## config.mk

```make
export PLATFORM = sky130hd
export DESIGN_NAME = jesd_link_sync_timing
export DESIGN_NICKNAME = d
export VERILOG_FILES = /design/src/jesd_sync_pkg.sv /design/src/ila_char_gen.sv /design/src/jesd_link_sync_timing.sv
export SDC_FILE = /design/constraint.sdc
export NUM_CORES = 1
export LEC_CHECK = 0
export ABC_AREA = 1
export BUFFER_PORTS_ARGS = -buffer_cell sky130_fd_sc_hd__clkbuf_2
export CAP_MARGIN = 20
export CORE_MARGIN = 5
export CORE_UTILIZATION = 50
export CTS_BUF_LIST = sky130_fd_sc_hd__clkbuf_8 sky130_fd_sc_hd__clkbuf_16
export DETAILED_ROUTE_END_ITERATION = 8
export GPL_ROUTABILITY_DRIVEN = 0
export GPL_TIMING_DRIVEN = 1
export PLACE_DENSITY = 0.71
export SKIP_CTS_REPAIR_TIMING = 1
export SLEW_MARGIN = 20
export SYNTH_ARGS = -nofsm -noshare
export SYNTH_HDL_FRONTEND = slang
export SYNTH_SLANG_ARGS = --single-unit
```

## constraint.sdc

```tcl
create_clock -name mclk_i -period 6.18 [get_ports mclk_i]
set_clock_uncertainty 0.05 [all_clocks]
set_input_delay 1.236 -clock mclk_i [delete_from_list [all_inputs] [get_ports mclk_i]]
set_output_delay 1.236 -clock mclk_i [all_outputs]
set_load 0.01 [all_outputs]
```

## src/jesd_sync_pkg.sv

```systemverilog
// constants and carrier types for the lane synchronisation timing block
// assumes one 10 MHz clock; one frame lasts a fixed number of clock cycles
package jesd_sync_pkg;

  // frame and multiframe timing, in clock cycles
  localparam int FRAME_CYC = 10;
  localparam int FRAMES_PER_MF = 16;
  localparam int MF_CYC = FRAME_CYC * FRAMES_PER_MF;

  // launch delay after the local multiframe boundary, in tenths of a frame
  localparam int TX_DLY_TENTHS = 66;
  localparam int TX_DLY_CYC = (TX_DLY_TENTHS * FRAME_CYC) / 10;
  localparam logic [7:0] TX_OFS = 8'(TX_DLY_CYC);
  // transmit counters at the cycle the local boundary is forced to zero
  localparam logic [3:0] TX_REALIGN_FRAME =
    4'((MF_CYC - TX_DLY_CYC) / FRAME_CYC);
  localparam logic [3:0] TX_REALIGN_SUB =
    4'((MF_CYC - TX_DLY_CYC) % FRAME_CYC);
  localparam logic [3:0] FRAME_LAST = 4'(FRAME_CYC - 1);
  localparam logic [3:0] MF_LAST_FRAME = 4'(FRAMES_PER_MF - 1);
  localparam logic [7:0] MF_LAST_POS = 8'(MF_CYC - 1);

  // resync request: minimum low time of the sync input, in frames
  localparam int RESYNC_FRAMES = 4;
  localparam logic [7:0] RESYNC_CYC = 8'(RESYNC_FRAMES * FRAME_CYC);

  // index of the last alignment multiframe; the sequence lasts 4 multiframes
  localparam logic [1:0] ILA_LAST_MF = 2'h3;

  // sysref latch to boundary delay, in tenths of a frame per divider
  localparam int SR_DIV1_TENTHS = 40;
  localparam int SR_DIV2_TENTHS = 50;
  localparam int SR_DIV4_TENTHS = 45;
  localparam logic [7:0] SR_DIV1_CYC = 8'((SR_DIV1_TENTHS * FRAME_CYC) / 10);
  localparam logic [7:0] SR_DIV2_CYC = 8'((SR_DIV2_TENTHS * FRAME_CYC) / 10);
  localparam logic [7:0] SR_DIV4_CYC = 8'((SR_DIV4_TENTHS * FRAME_CYC) / 10);

  // input clock divider select encoding
  localparam logic [1:0] DIV_BY1 = 2'h0;
  localparam logic [1:0] DIV_BY2 = 2'h1;
  localparam logic [1:0] DIV_BY4 = 2'h2;

  // control characters
  localparam logic [7:0] K_COMMA = 8'hBC;
  localparam logic [7:0] K_MF_START = 8'h1C;
  localparam logic [7:0] K_MF_END = 8'h7C;
  localparam logic [7:0] K_CFG_START = 8'h9C;

  // link configuration octets; identifiers are arbitrary values
  localparam logic [7:0] CFG_DEV_ID = 8'h5A;
  localparam logic [3:0] CFG_BANK_ID = 4'h3;
  localparam logic [7:0] CFG_LANES_M1 = 8'h01;
  localparam logic [7:0] CFG_OCTETS_M1 = 8'h01;
  localparam logic [7:0] CFG_K_M1 = 8'(FRAMES_PER_MF - 1);
  localparam logic [7:0] CFG_CONV_M1 = 8'h00;
  localparam logic [7:0] CFG_RES_M1 = 8'h0F;
  localparam logic [7:0] CFG_SUBCLASS_NT = 8'h2F;
  localparam logic [7:0] CFG_VER_S = 8'h20;
  localparam int LANES = 2;

  typedef struct packed {
    logic k;
    logic [7:0] d;
  } lane_char_t;

  typedef enum logic [2:0] {
    PH_CGS = 3'b001,
    PH_ILA = 3'b010,
    PH_DATA = 3'b100
  } link_phase_t;

endpackage

```

## src/ila_char_gen.sv

```systemverilog
// per-lane character selection for one transmit frame
// assumes the caller registers the result on the frame start
`timescale 1ns/1ps
`default_nettype none
module ila_char_gen
(
  // link position
  input wire jesd_sync_pkg::link_phase_t phase_i,
  input wire logic [1:0] ila_mf_i,
  input wire logic [3:0] frame_i,
  // sample to send in data phase
  input wire logic [15:0] sample_i,
  // characters for each lane
  output jesd_sync_pkg::lane_char_t [1:0] chars_o
);

  function automatic logic [7:0] cfg_octet(input logic [3:0] idx,
                                           input logic [4:0] lid);
    logic [7:0] v;
    v = 8'h00;
    case (idx)
      4'h0: v = jesd_sync_pkg::CFG_DEV_ID;
      4'h1: v = {4'h0, jesd_sync_pkg::CFG_BANK_ID};
      4'h2: v = {3'h0, lid};
      4'h3: v = jesd_sync_pkg::CFG_LANES_M1;
      4'h4: v = jesd_sync_pkg::CFG_OCTETS_M1;
      4'h5: v = jesd_sync_pkg::CFG_K_M1;
      4'h6: v = jesd_sync_pkg::CFG_CONV_M1;
      4'h7: v = jesd_sync_pkg::CFG_RES_M1;
      4'h8: v = jesd_sync_pkg::CFG_SUBCLASS_NT;
      4'h9: v = jesd_sync_pkg::CFG_VER_S;
      default: v = 8'h00;
    endcase
    return v;
  endfunction

  function automatic logic [7:0] cfg_sum(input logic [4:0] lid);
    logic [7:0] s;
    s = 8'h00;
    for (int i = 0; i < 12; i++)
    begin
      s = s + cfg_octet(4'(i), lid);
    end
    return s;
  endfunction

  genvar g;
  generate
    for (g = 0; g < jesd_sync_pkg::LANES; g++)
    begin : g_lane
      localparam logic [4:0] LID = 5'(g);
      always_comb
      begin
        chars_o[g] = '0;
        case (phase_i)
          jesd_sync_pkg::PH_CGS:
          begin
            chars_o[g] = '{k: 1'b1, d: jesd_sync_pkg::K_COMMA};
          end
          jesd_sync_pkg::PH_ILA:
          begin
            // ramp filler, then fixed markers
            chars_o[g] = '{k: 1'b0, d: {2'h0, ila_mf_i, frame_i}};
            if (frame_i == 4'h0)
            begin
              chars_o[g] = '{k: 1'b1, d: jesd_sync_pkg::K_MF_START};
            end
            else if (frame_i == jesd_sync_pkg::MF_LAST_FRAME)
            begin
              chars_o[g] = '{k: 1'b1, d: jesd_sync_pkg::K_MF_END};
            end
            else if (ila_mf_i == 2'h1 && frame_i == 4'h1)
            begin
              chars_o[g] = '{k: 1'b1, d: jesd_sync_pkg::K_CFG_START};
            end
            else if (ila_mf_i == 2'h1 && frame_i == 4'hE)
            begin
              chars_o[g] = '{k: 1'b0, d: cfg_sum(LID)};
            end
            else if (ila_mf_i == 2'h1)
            begin
              chars_o[g] = '{k: 1'b0, d: cfg_octet(frame_i - 4'h2, LID)};
            end
          end
          jesd_sync_pkg::PH_DATA:
          begin
            // lane 0 carries the upper octet of the sample
            chars_o[g] = '{k: 1'b0, d: sample_i[15 - 8 * g -: 8]};
          end
          default: chars_o[g] = '0;
        endcase
      end
    end
  endgenerate

endmodule
`default_nettype wire

```

## src/jesd_link_sync_timing.sv

```systemverilog
// transmit-side link synchronisation timing for a two-lane serial output
// assumes the sync input and sysref come from pins (async to mclk_i);
// divider select and sample come from logic on mclk_i
//
// Function
// - the first comma frame after a resync starts 6.6 frames after the preceding boundary; after reset it starts 0.6 frames after it.
// - the first alignment frame starts 6.6 frames after the preceding boundary.
// - the first data frame starts 6.6 frames after the preceding boundary.
// - the alignment sequence lasts exactly 4 multiframes before data.
// - the boundary at which sync is seen released picks the alignment start.
// - a latched sysref realigns the boundary 4 frames later at divide by one.
`timescale 1ns/1ps
`default_nettype none
module jesd_link_sync_timing
(
  // clock and reset
  input wire logic mclk_i,
  input wire logic arst_n_i,
  // link control pins
  input wire logic syncb_n_i,
  input wire logic sysref_i,
  input wire logic sysref_gate_en_i,
  // configuration
  input wire logic [1:0] input_clock_divide_select_i,
  // sample stream
  input wire logic [15:0] sample_i,
  output logic sample_take_o,
  // lane characters
  output jesd_sync_pkg::lane_char_t [1:0] lanes_o,
  output logic frame_start_o,
  // status
  output jesd_sync_pkg::link_phase_t phase_o,
  output logic lmfc_o
);

  // pin synchronisers; sync resets asserted so no alignment precedes release
  logic sync_meta_r;
  logic sync_s_r;
  logic sr_meta_r;
  logic sr_s_r;
  logic sr_prev_r;

  always_ff @(posedge mclk_i or negedge arst_n_i)
  begin
    if (!arst_n_i)
    begin
      sync_meta_r <= 1'b0;
      sync_s_r <= 1'b0;
      sr_meta_r <= 1'b0;
      sr_s_r <= 1'b0;
      sr_prev_r <= 1'b0;
    end
    else
    begin
      sync_meta_r <= syncb_n_i;
      sync_s_r <= sync_meta_r;
      sr_meta_r <= sysref_i;
      sr_s_r <= sr_meta_r;
      sr_prev_r <= sr_s_r;
    end
  end

  // local multiframe timing and sysref realignment
  logic [7:0] pos_r, pos_nxt;
  logic [7:0] sr_cnt_r, sr_cnt_nxt;
  logic [3:0] tx_sub_r, tx_sub_nxt;
  logic [3:0] tx_frame_r, tx_frame_nxt;
  logic sr_edge;
  logic [7:0] sr_dly;
  logic realign;

  always_comb
  begin
    // gate closed: sysref edges never disturb the boundary
    sr_edge = sr_s_r & ~sr_prev_r & sysref_gate_en_i;
    case (input_clock_divide_select_i)
      jesd_sync_pkg::DIV_BY2: sr_dly = jesd_sync_pkg::SR_DIV2_CYC;
      jesd_sync_pkg::DIV_BY4: sr_dly = jesd_sync_pkg::SR_DIV4_CYC;
      default: sr_dly = jesd_sync_pkg::SR_DIV1_CYC;
    endcase
    sr_cnt_nxt = sr_cnt_r;
    realign = 1'b0;
    if (sr_edge)
    begin
      sr_cnt_nxt = sr_dly;
    end
    else if (sr_cnt_r != 8'h00)
    begin
      sr_cnt_nxt = sr_cnt_r - 8'h01;
      realign = (sr_cnt_r == 8'h01);
    end
    pos_nxt = (pos_r == jesd_sync_pkg::MF_LAST_POS) ? 8'h00 : pos_r + 8'h01;
    tx_sub_nxt = (tx_sub_r == jesd_sync_pkg::FRAME_LAST) ? 4'h0
                                                         : tx_sub_r + 4'h1;
    tx_frame_nxt = tx_frame_r;
    if (tx_sub_r == jesd_sync_pkg::FRAME_LAST)
    begin
      tx_frame_nxt = tx_frame_r + 4'h1;
    end
    if (realign)
    begin
      // keep the transmit grid at the fixed offset from the new boundary
      pos_nxt = 8'h00;
      tx_sub_nxt = jesd_sync_pkg::TX_REALIGN_SUB;
      tx_frame_nxt = jesd_sync_pkg::TX_REALIGN_FRAME;
    end
  end

  always_ff @(posedge mclk_i or negedge arst_n_i)
  begin
    if (!arst_n_i)
    begin
      pos_r <= 8'h00;
      sr_cnt_r <= 8'h00;
      tx_sub_r <= jesd_sync_pkg::TX_REALIGN_SUB;
      tx_frame_r <= jesd_sync_pkg::TX_REALIGN_FRAME;
    end
    else
    begin
      pos_r <= pos_nxt;
      sr_cnt_r <= sr_cnt_nxt;
      tx_sub_r <= tx_sub_nxt;
      tx_frame_r <= tx_frame_nxt;
    end
  end

  // link phase control
  jesd_sync_pkg::link_phase_t phase_r, phase_nxt;
  logic go_ila_r, go_ila_nxt;
  logic resync_r, resync_nxt;
  logic [7:0] low_cnt_r, low_cnt_nxt;
  logic [1:0] ila_mf_r, ila_mf_nxt;
  logic [1:0] div_r, div_nxt;
  logic lmfc_tick;
  logic tx_frame_tick;
  logic tx_mf_tick;

  always_comb
  begin
    lmfc_tick = (pos_r == 8'h00);
    tx_frame_tick = (tx_sub_r == 4'h0);
    // launch point sits 6.6 frames behind the local boundary
    tx_mf_tick = tx_frame_tick && (tx_frame_r == 4'h0);
    phase_nxt = phase_r;
    ila_mf_nxt = ila_mf_r;
    div_nxt = input_clock_divide_select_i;
    go_ila_nxt = go_ila_r;
    // sync seen only at the boundary; missed setup just costs a multiframe
    if (lmfc_tick)
    begin
      go_ila_nxt = sync_s_r;
    end
    low_cnt_nxt = low_cnt_r;
    if (sync_s_r)
    begin
      low_cnt_nxt = 8'h00;
    end
    else if (low_cnt_r != jesd_sync_pkg::RESYNC_CYC)
    begin
      low_cnt_nxt = low_cnt_r + 8'h01;
    end
    resync_nxt = resync_r;
    if (tx_mf_tick && resync_r)
    begin
      resync_nxt = 1'b0;
    end
    // a request arriving with the clear is kept: set wins
    if ((phase_r != jesd_sync_pkg::PH_CGS &&
         low_cnt_r == jesd_sync_pkg::RESYNC_CYC) ||
        div_r != input_clock_divide_select_i)
    begin
      resync_nxt = 1'b1;
    end
    if (tx_mf_tick)
    begin
      if (resync_r)
      begin
        phase_nxt = jesd_sync_pkg::PH_CGS;
      end
      else
      begin
        case (phase_r)
          jesd_sync_pkg::PH_CGS:
          begin
            if (go_ila_r)
            begin
              phase_nxt = jesd_sync_pkg::PH_ILA;
              ila_mf_nxt = 2'h0;
            end
          end
          jesd_sync_pkg::PH_ILA:
          begin
            if (ila_mf_r == jesd_sync_pkg::ILA_LAST_MF)
            begin
              phase_nxt = jesd_sync_pkg::PH_DATA;
            end
            else
            begin
              ila_mf_nxt = ila_mf_r + 2'h1;
            end
          end
          jesd_sync_pkg::PH_DATA: phase_nxt = jesd_sync_pkg::PH_DATA;
          default: phase_nxt = jesd_sync_pkg::PH_CGS;
        endcase
      end
    end
  end

  always_ff @(posedge mclk_i or negedge arst_n_i)
  begin
    if (!arst_n_i)
    begin
      phase_r <= jesd_sync_pkg::PH_CGS;
      go_ila_r <= 1'b0;
      resync_r <= 1'b0;
      low_cnt_r <= 8'h00;
      ila_mf_r <= 2'h0;
      div_r <= jesd_sync_pkg::DIV_BY1;
    end
    else
    begin
      phase_r <= phase_nxt;
      go_ila_r <= go_ila_nxt;
      resync_r <= resync_nxt;
      low_cnt_r <= low_cnt_nxt;
      ila_mf_r <= ila_mf_nxt;
      div_r <= div_nxt;
    end
  end

  // lane output register, loaded on each transmit frame start
  jesd_sync_pkg::lane_char_t [1:0] gen_chars;
  jesd_sync_pkg::lane_char_t [1:0] lanes_r, lanes_nxt;
  logic frame_start_r, frame_start_nxt;
  logic lmfc_r, lmfc_nxt;

  ila_char_gen u_char_gen
  (
    .phase_i(phase_nxt),
    .ila_mf_i(ila_mf_nxt),
    .frame_i(tx_frame_r),
    .sample_i(sample_i),
    .chars_o(gen_chars)
  );

  always_comb
  begin
    // phase_nxt is used so a phase change lands on its own first frame
    lanes_nxt = tx_frame_tick ? gen_chars : lanes_r;
    frame_start_nxt = tx_frame_tick;
    lmfc_nxt = lmfc_tick;
    sample_take_o = tx_frame_tick && (phase_nxt == jesd_sync_pkg::PH_DATA);
  end

  always_ff @(posedge mclk_i or negedge arst_n_i)
  begin
    if (!arst_n_i)
    begin
      lanes_r <= '0;
      frame_start_r <= 1'b0;
      lmfc_r <= 1'b0;
    end
    else
    begin
      lanes_r <= lanes_nxt;
      frame_start_r <= frame_start_nxt;
      lmfc_r <= lmfc_nxt;
    end
  end

  assign lanes_o = lanes_r;
  assign frame_start_o = frame_start_r;
  assign lmfc_o = lmfc_r;
  assign phase_o = phase_r;

endmodule
`default_nettype wire

```

* After elaboration in Yosys (flattened, before gate mapping) *
Memory sizes are Yosys's and may differ from the RTL's.
Cells that the tools add are included.

cells by class
  equality and inequality tests = 20
  add/sub/neg operators = 7
  muxes and demuxes = 37
  reduce and logical (&&, ||, !) cells = 15
  bitwise gates (word level) = 3

operators with widths
  kind                                                   number
  two-way mux 9 bit                                      8
  two-way mux 8 bit                                      8
  one-hot mux 9 bit (3 select lines)                     2
  adder 8 x 1 -> 8 bit, second input constant            2
  two-way mux 4 bit                                      4
  equality test 4 bit, second input constant             3
  two-way mux 3 bit                                      4
  one-hot mux 5 bit (2 select lines)                     1
  one-hot mux 3 bit (3 select lines)                     1
  adder 4 x 1 -> 4 bit, second input constant            2
  equality test 8 x 1 -> 1 bit, second input constant    1
  equality test 8 x 6 -> 1 bit, second input constant    1
  equality test 8 bit, second input constant             1
  logical NOT 4 bit                                      2
  logical NOT 8 bit                                      1
  two-way mux 2 bit                                      4
  inequality test 8 x 6 -> 1 bit, second input constant  1
  nonzero test 2 bit                                     4
  nonzero test 8 bit                                     1
  subtractor 8 x 1 -> 8 bit, second input constant       1
  equality test 3 x 1 -> 1 bit, second input constant    2
  equality test 3 x 2 -> 1 bit, second input constant    2
  equality test 3 bit, second input constant             2
  logical AND 1 bit                                      6
  other kinds (12)                                       18

word-level totals
  output and inout bits = 24
  memories kept = 2
  bits in read-only memories = 224
  bits of input ports = 23
  bits in registers = 66

memory list
  memory            words  width  read ports  clocked after memory_dff  wr ports  line                text
  (name not given)  16     7      1           0                         0         ila_char_gen.sv:21  case (idx)
  (name not given)  16     7      1           0                         0         ila_char_gen.sv:21

* Depth between registers and ports, before layout *
  depth after elaboration = 12
  mapped depth = 17
  mapped depth without buffers = 16

* Hierarchy *
From an unflattened synthesis, not the netlist that was laid out.

second synthesis, totals
  cells, all modules = 497
  area, all modules = 3758.6 sq um

modules (own cells, without submodules)
  module                 seq. area each (sq um)  cells each  times used  area each (sq um)
  jesd_link_sync_timing  1656.6                  359         1           3114.2
  ila_char_gen           0.0                     138         1           644.4

* Least setup slack after synthesis *
OpenSTA, ideal clock, no wires.

  path kind = reg-to-output
  from = register tx_frame_r[0]
  to = output sample_take_o
  data arrival time = 1.654 ns
  required time = 4.894 ns
  stages on the path, launching flop included = 10
  setup slack = 3.240 ns
  cells stage by stage = dfstp_2 > inv_1 > ha_1 > nand2_4 > nor2_8 > nand3_1 > nand2_1 > nor2_2 > nand2_1 > nor2_1

between the ends
  word-level cells in the longest chain between the ends = 5

ends and longest elaborated chain
  element                   line                          text
  start: declaration        jesd_link_sync_timing.sv:67   logic [3:0] tx_frame_r, tx_frame_nxt;
  start signal: assignment  jesd_link_sync_timing.sv:116  tx_frame_r <= jesd_sync_pkg::TX_REALIGN_FRAME;
  start signal: assignment  jesd_link_sync_timing.sv:123  tx_frame_r <= tx_frame_nxt;
  logical NOT 4 bit         jesd_link_sync_timing.sv:143  tx_mf_tick = tx_frame_tick && (tx_frame_r == 4'h0);
  logical AND 1 bit         jesd_link_sync_timing.sv:143
  two-way mux 3 bit         jesd_link_sync_timing.sv:174  if (tx_mf_tick)
  named net phase_nxt[1]    jesd_link_sync_timing.sv:128  jesd_sync_pkg::link_phase_t phase_r, phase_nxt;
  equality test 3 bit       jesd_link_sync_timing.sv:252  sample_take_o = tx_frame_tick && (phase_nxt == jesd_sync_pkg::PH_DATA);
  logical AND 1 bit         jesd_link_sync_timing.sv:252
  end: declaration          jesd_link_sync_timing.sv:27   output logic sample_take_o,

The timed path passes the listed nets, and every way through them passes these cells.

* Worst setup path in the final report *
Ends and elaborated chain as after synthesis.

==> flow_summary.json <==
{
  "status": "finished, final reports clean",
  "r2r-start": "tx_sub_r[0]",
  "clkTransAtPathRegs_ns": 0.07,
  "slowest_delay_ns": 0.59,
  "detail_route.wl_per_cell_um": 12.0,
  "hp-class": "register to register",
  "fin_tns_setup_ns": 0,
  "worst-path-buf-inv": 2,
  "irDropWorstVdd_v": 0.000193,
  "drt_iter0_drc": 142,
  "drive_gt1_share_pct": 15.7,
  "yosysWarningCount": 0,
  "yosysTopAreaCell": "dfrtp_1",
  "drtPass1Iterations": 4,
  "core-area_um2": 7180,
  "finalInstanceArea_um2": 4150,
  "rsz0062_at_grt": "false",
  "crit_slowest_cell": "dfstp_2",
  "grt_pass1_wl_um": 12800,
  "synth.distinct_cells": 37,
  "syn-num-nets": 513,
  "cts_sinks": 65,
  "yosysTopAreaCellShare_pct": 41.8,
  "placed_area_um2": 3950,
  "maxSlewViolCount": 0,
  "synthToLayoutAreaGrowth_pct": 13.5,
  "io_buffers": 46,
  "dp_cells": 610,
  "rows": 31,
  "die_area_um2": 9120,
  "cp_cell_sequence": "inv_1, ha_1, nand2_4, nor2_8, nand3_1, nand2_1, nor2_2, nand2_1, nor2_1, clkbuf_2",
  "crit_required_ns": 4.89,
  "min_period_ns": 3.58,
  "synthCells": 472,
  "dp_hpwl_um": 5470,
  "dp_worst_setup_slack_ns": 2.97,
  "remaining_drc_errors": 0,
  "finalSetupViolations": 0,
  "clk_latency_ns": 0.35,
  "report.final.hold_viol_count": 0,
  "dieHeight_um": 95.5,
  "crit_type": "register to primary output",
  "cts_tree": "yes",
  "vias": 3100,
  "tightest_slew_ns": 0.807,
  "holdPathStages": 0,
  "async_flop_share_pct": 100,
  "track_usage_pct": 17.9,
  "critical_path_cell_count": 10,
  "leakagePower_nw": 2.33,
  "min_period_over_period_pct": 57.9,
  "max_slew_margin_pct": 46.2,
  "crit_path_max_fanout": 9,
  "htree_levels": 3,
  "cts_buffers": 9,
  "max_freq_mhz": 279,
  "grt_pass1_vias": 2986,
  "die_w_um": 95.5,
  "switchingPower_mw": 0.619,
  "yosysSeqAreaShare_pct": 44.7,
  "antenna_left": 0,
  "power_density_nw_per_um2": 381,
  "synth_area_um2": 3650,
  "initial_utilization_pct": 50.9,
  "synth_edf_count": 0,
  "reg2reg_depth": 15,
  "critPathCaptureType": "primary output",
  "pin_count": 47,
  "final_cells": 626,
  "power.internal_mw": 0.961,
  "grt_overflow": 0,
  "fin_ws_ns": 2.60,
  "ys.flop_type": "dfrtp_1",
  "cp_common_cell": "nand2_1",
  "synth_area_leaders": "dfrtp_1, nand2_1, inv_1",
  "vias_per_cell": 4.95,
  "yosys_register_bits": 65,
  "clkPwrFrac_pct": 22.9,
  "seq_power_share_pct": 40.9,
  "antenna_cells": 0,
  "switching_share_pct": 39.2,
  "cap_viol_max_count": 0,
  "cp.arrival_ns": 2.30,
  "avgSynthCellArea_um2": 7.74,
  "p_comb_share_pct": 36.2,
  "hp-start": "sync_meta_r",
  "start_kind": "register",
  "final_nets": 563,
  "cts-root-buf": "clkbuf_8",
  "path_delay_family": "simple AND/OR/NAND/NOR gates",
  "wl_um": 7490,
  "startpoint": "tx_frame_r[0]",
  "grt_max_degree": 66,
  "antenna_found_initial": 0,
  "clock_path_buffers": 2
}
==> kinds of logic after synthesis <==
family	synth area share (%)
xor gates and xnor gates	1.92
DFF	44.7
and+or+nand+nor	32.2
adders and majority gates	6.16
AOI/OAI and AO/OA	6.54
buffers and inverters	8.56
==> sequential cells by signal (all words and copies together) (netlist names), 2 cells and up <==
| register | cells |
|---|---|
| lanes_o | 17 |
| low_cnt_r | 8 |
| pos_r | 8 |
| sr_cnt_r | 8 |
| tx_frame_r | 4 |
| tx_sub_r | 4 |
| phase_o | 3 |
| div_r | 2 |
| ila_mf_r | 2 |
==> worst reg2reg max path: cells and delay by family (launching register included) <==
kind                     cells  cell delay, ns
buffers and inverters        2            0.12
adder cells (fa/ha/maj)      1            0.15
AND/OR/NAND/NOR             12            1.79
flip-flops                   1            0.43
==> power groups by stage <==
stage,clock network [mW],registers (mW),logic [mW]
2_1_floorplan,0,0.644,0.438
3_3_place_gp,0,0.645,0.562
3_5_place_dp,0,0.653,0.575
4_1_cts,0.372,0.645,0.579
5_1_grt,0.386,0.664,0.671
6_report,0.362,0.647,0.572
==> metal layers <==
| layer | global-route usage (%) | share of wire (%) |
|---|---|---|
| met1 | 22.1 | 46 |
| met3 | 4.50 | 4.6 |
| met2 | 28.9 | 47 |
| met4 | 9.24 | 1.7 |
| met5 | 0 | 0 |
==> final cells by class <==
type,count,area [um^2]
repair buffers,47,238
clock buffers,10,138
fillers,667,3030
well taps,99,124
flip-flops and latches,65,1630
clock inverters,6,58.8
inverters,66,248
multi-input cells,333,1710
==> worst paths after layout <==
kind	slack [ns]	endpoint
max	2.60	sample_take_o
min	0.30	sync_s_r
max reg2reg	3.53	lanes_o[3]
min reg2reg	0.30	sync_s_r
max in group asynchronous	4.55	lanes_o[7]
min in group asynchronous	1.01	sync_meta_r
==> through the flow <==
stage               total power [mW]  hold WS (ns)  util [%]
global route                    1.72         0.310      57.8
floorplan                       1.08         0.281         -
global placement                1.21         0.284      55.0
CTS                             1.60         0.303      57.8
detailed placement              1.23         0.286      55.0
finish                          1.58         0.299      57.8
==> cell usage after synthesis, types with 2 or more instances <==
| cell | n |
|---|---|
| o21ai_1 | 2 |
| nand3b_1 | 2 |
| nor3_1 | 12 |
| nand2_1 | 146 |
| nand3_1 | 37 |
| a21oi_1 | 11 |
| nor3b_1 | 2 |
| nor4_1 | 3 |
| dfrtp_1 | 61 |
| xor2_1 | 5 |
| nor2_2 | 3 |
| nand4_1 | 10 |
| xnor2_1 | 3 |
| inv_1 | 64 |
| o21ai_0 | 21 |
| nor2_1 | 40 |
| dfstp_2 | 4 |
| or2_2 | 2 |
| nand3_2 | 4 |
| o21ai_2 | 2 |
| buf_4 | 3 |
| buf_6 | 3 |
| ha_1 | 18 |
==> placed cells by master, fill, tap and decap left out, types with 2 or more instances in the layout <==
cell	instances
xnor2_1	3
a21oi_1	11
nor2_2	3
nand2_1	146
or2_2	2
clkinvlp_4	2
clkbuf_8	10
nand3_2	4
nor3b_1	2
ha_1	18
nand3_1	37
nor4_1	3
clkbuf_2	46
nor3_1	12
dfstp_2	4
nand4_1	10
nand3b_1	2
xor2_1	5
clkinv_2	2
nor2_1	40
o21ai_1	2
dfrtp_1	61
o21ai_0	21
o21ai_2	2
inv_1	65
Note: power is estimated with default switching activity, not from simulation.
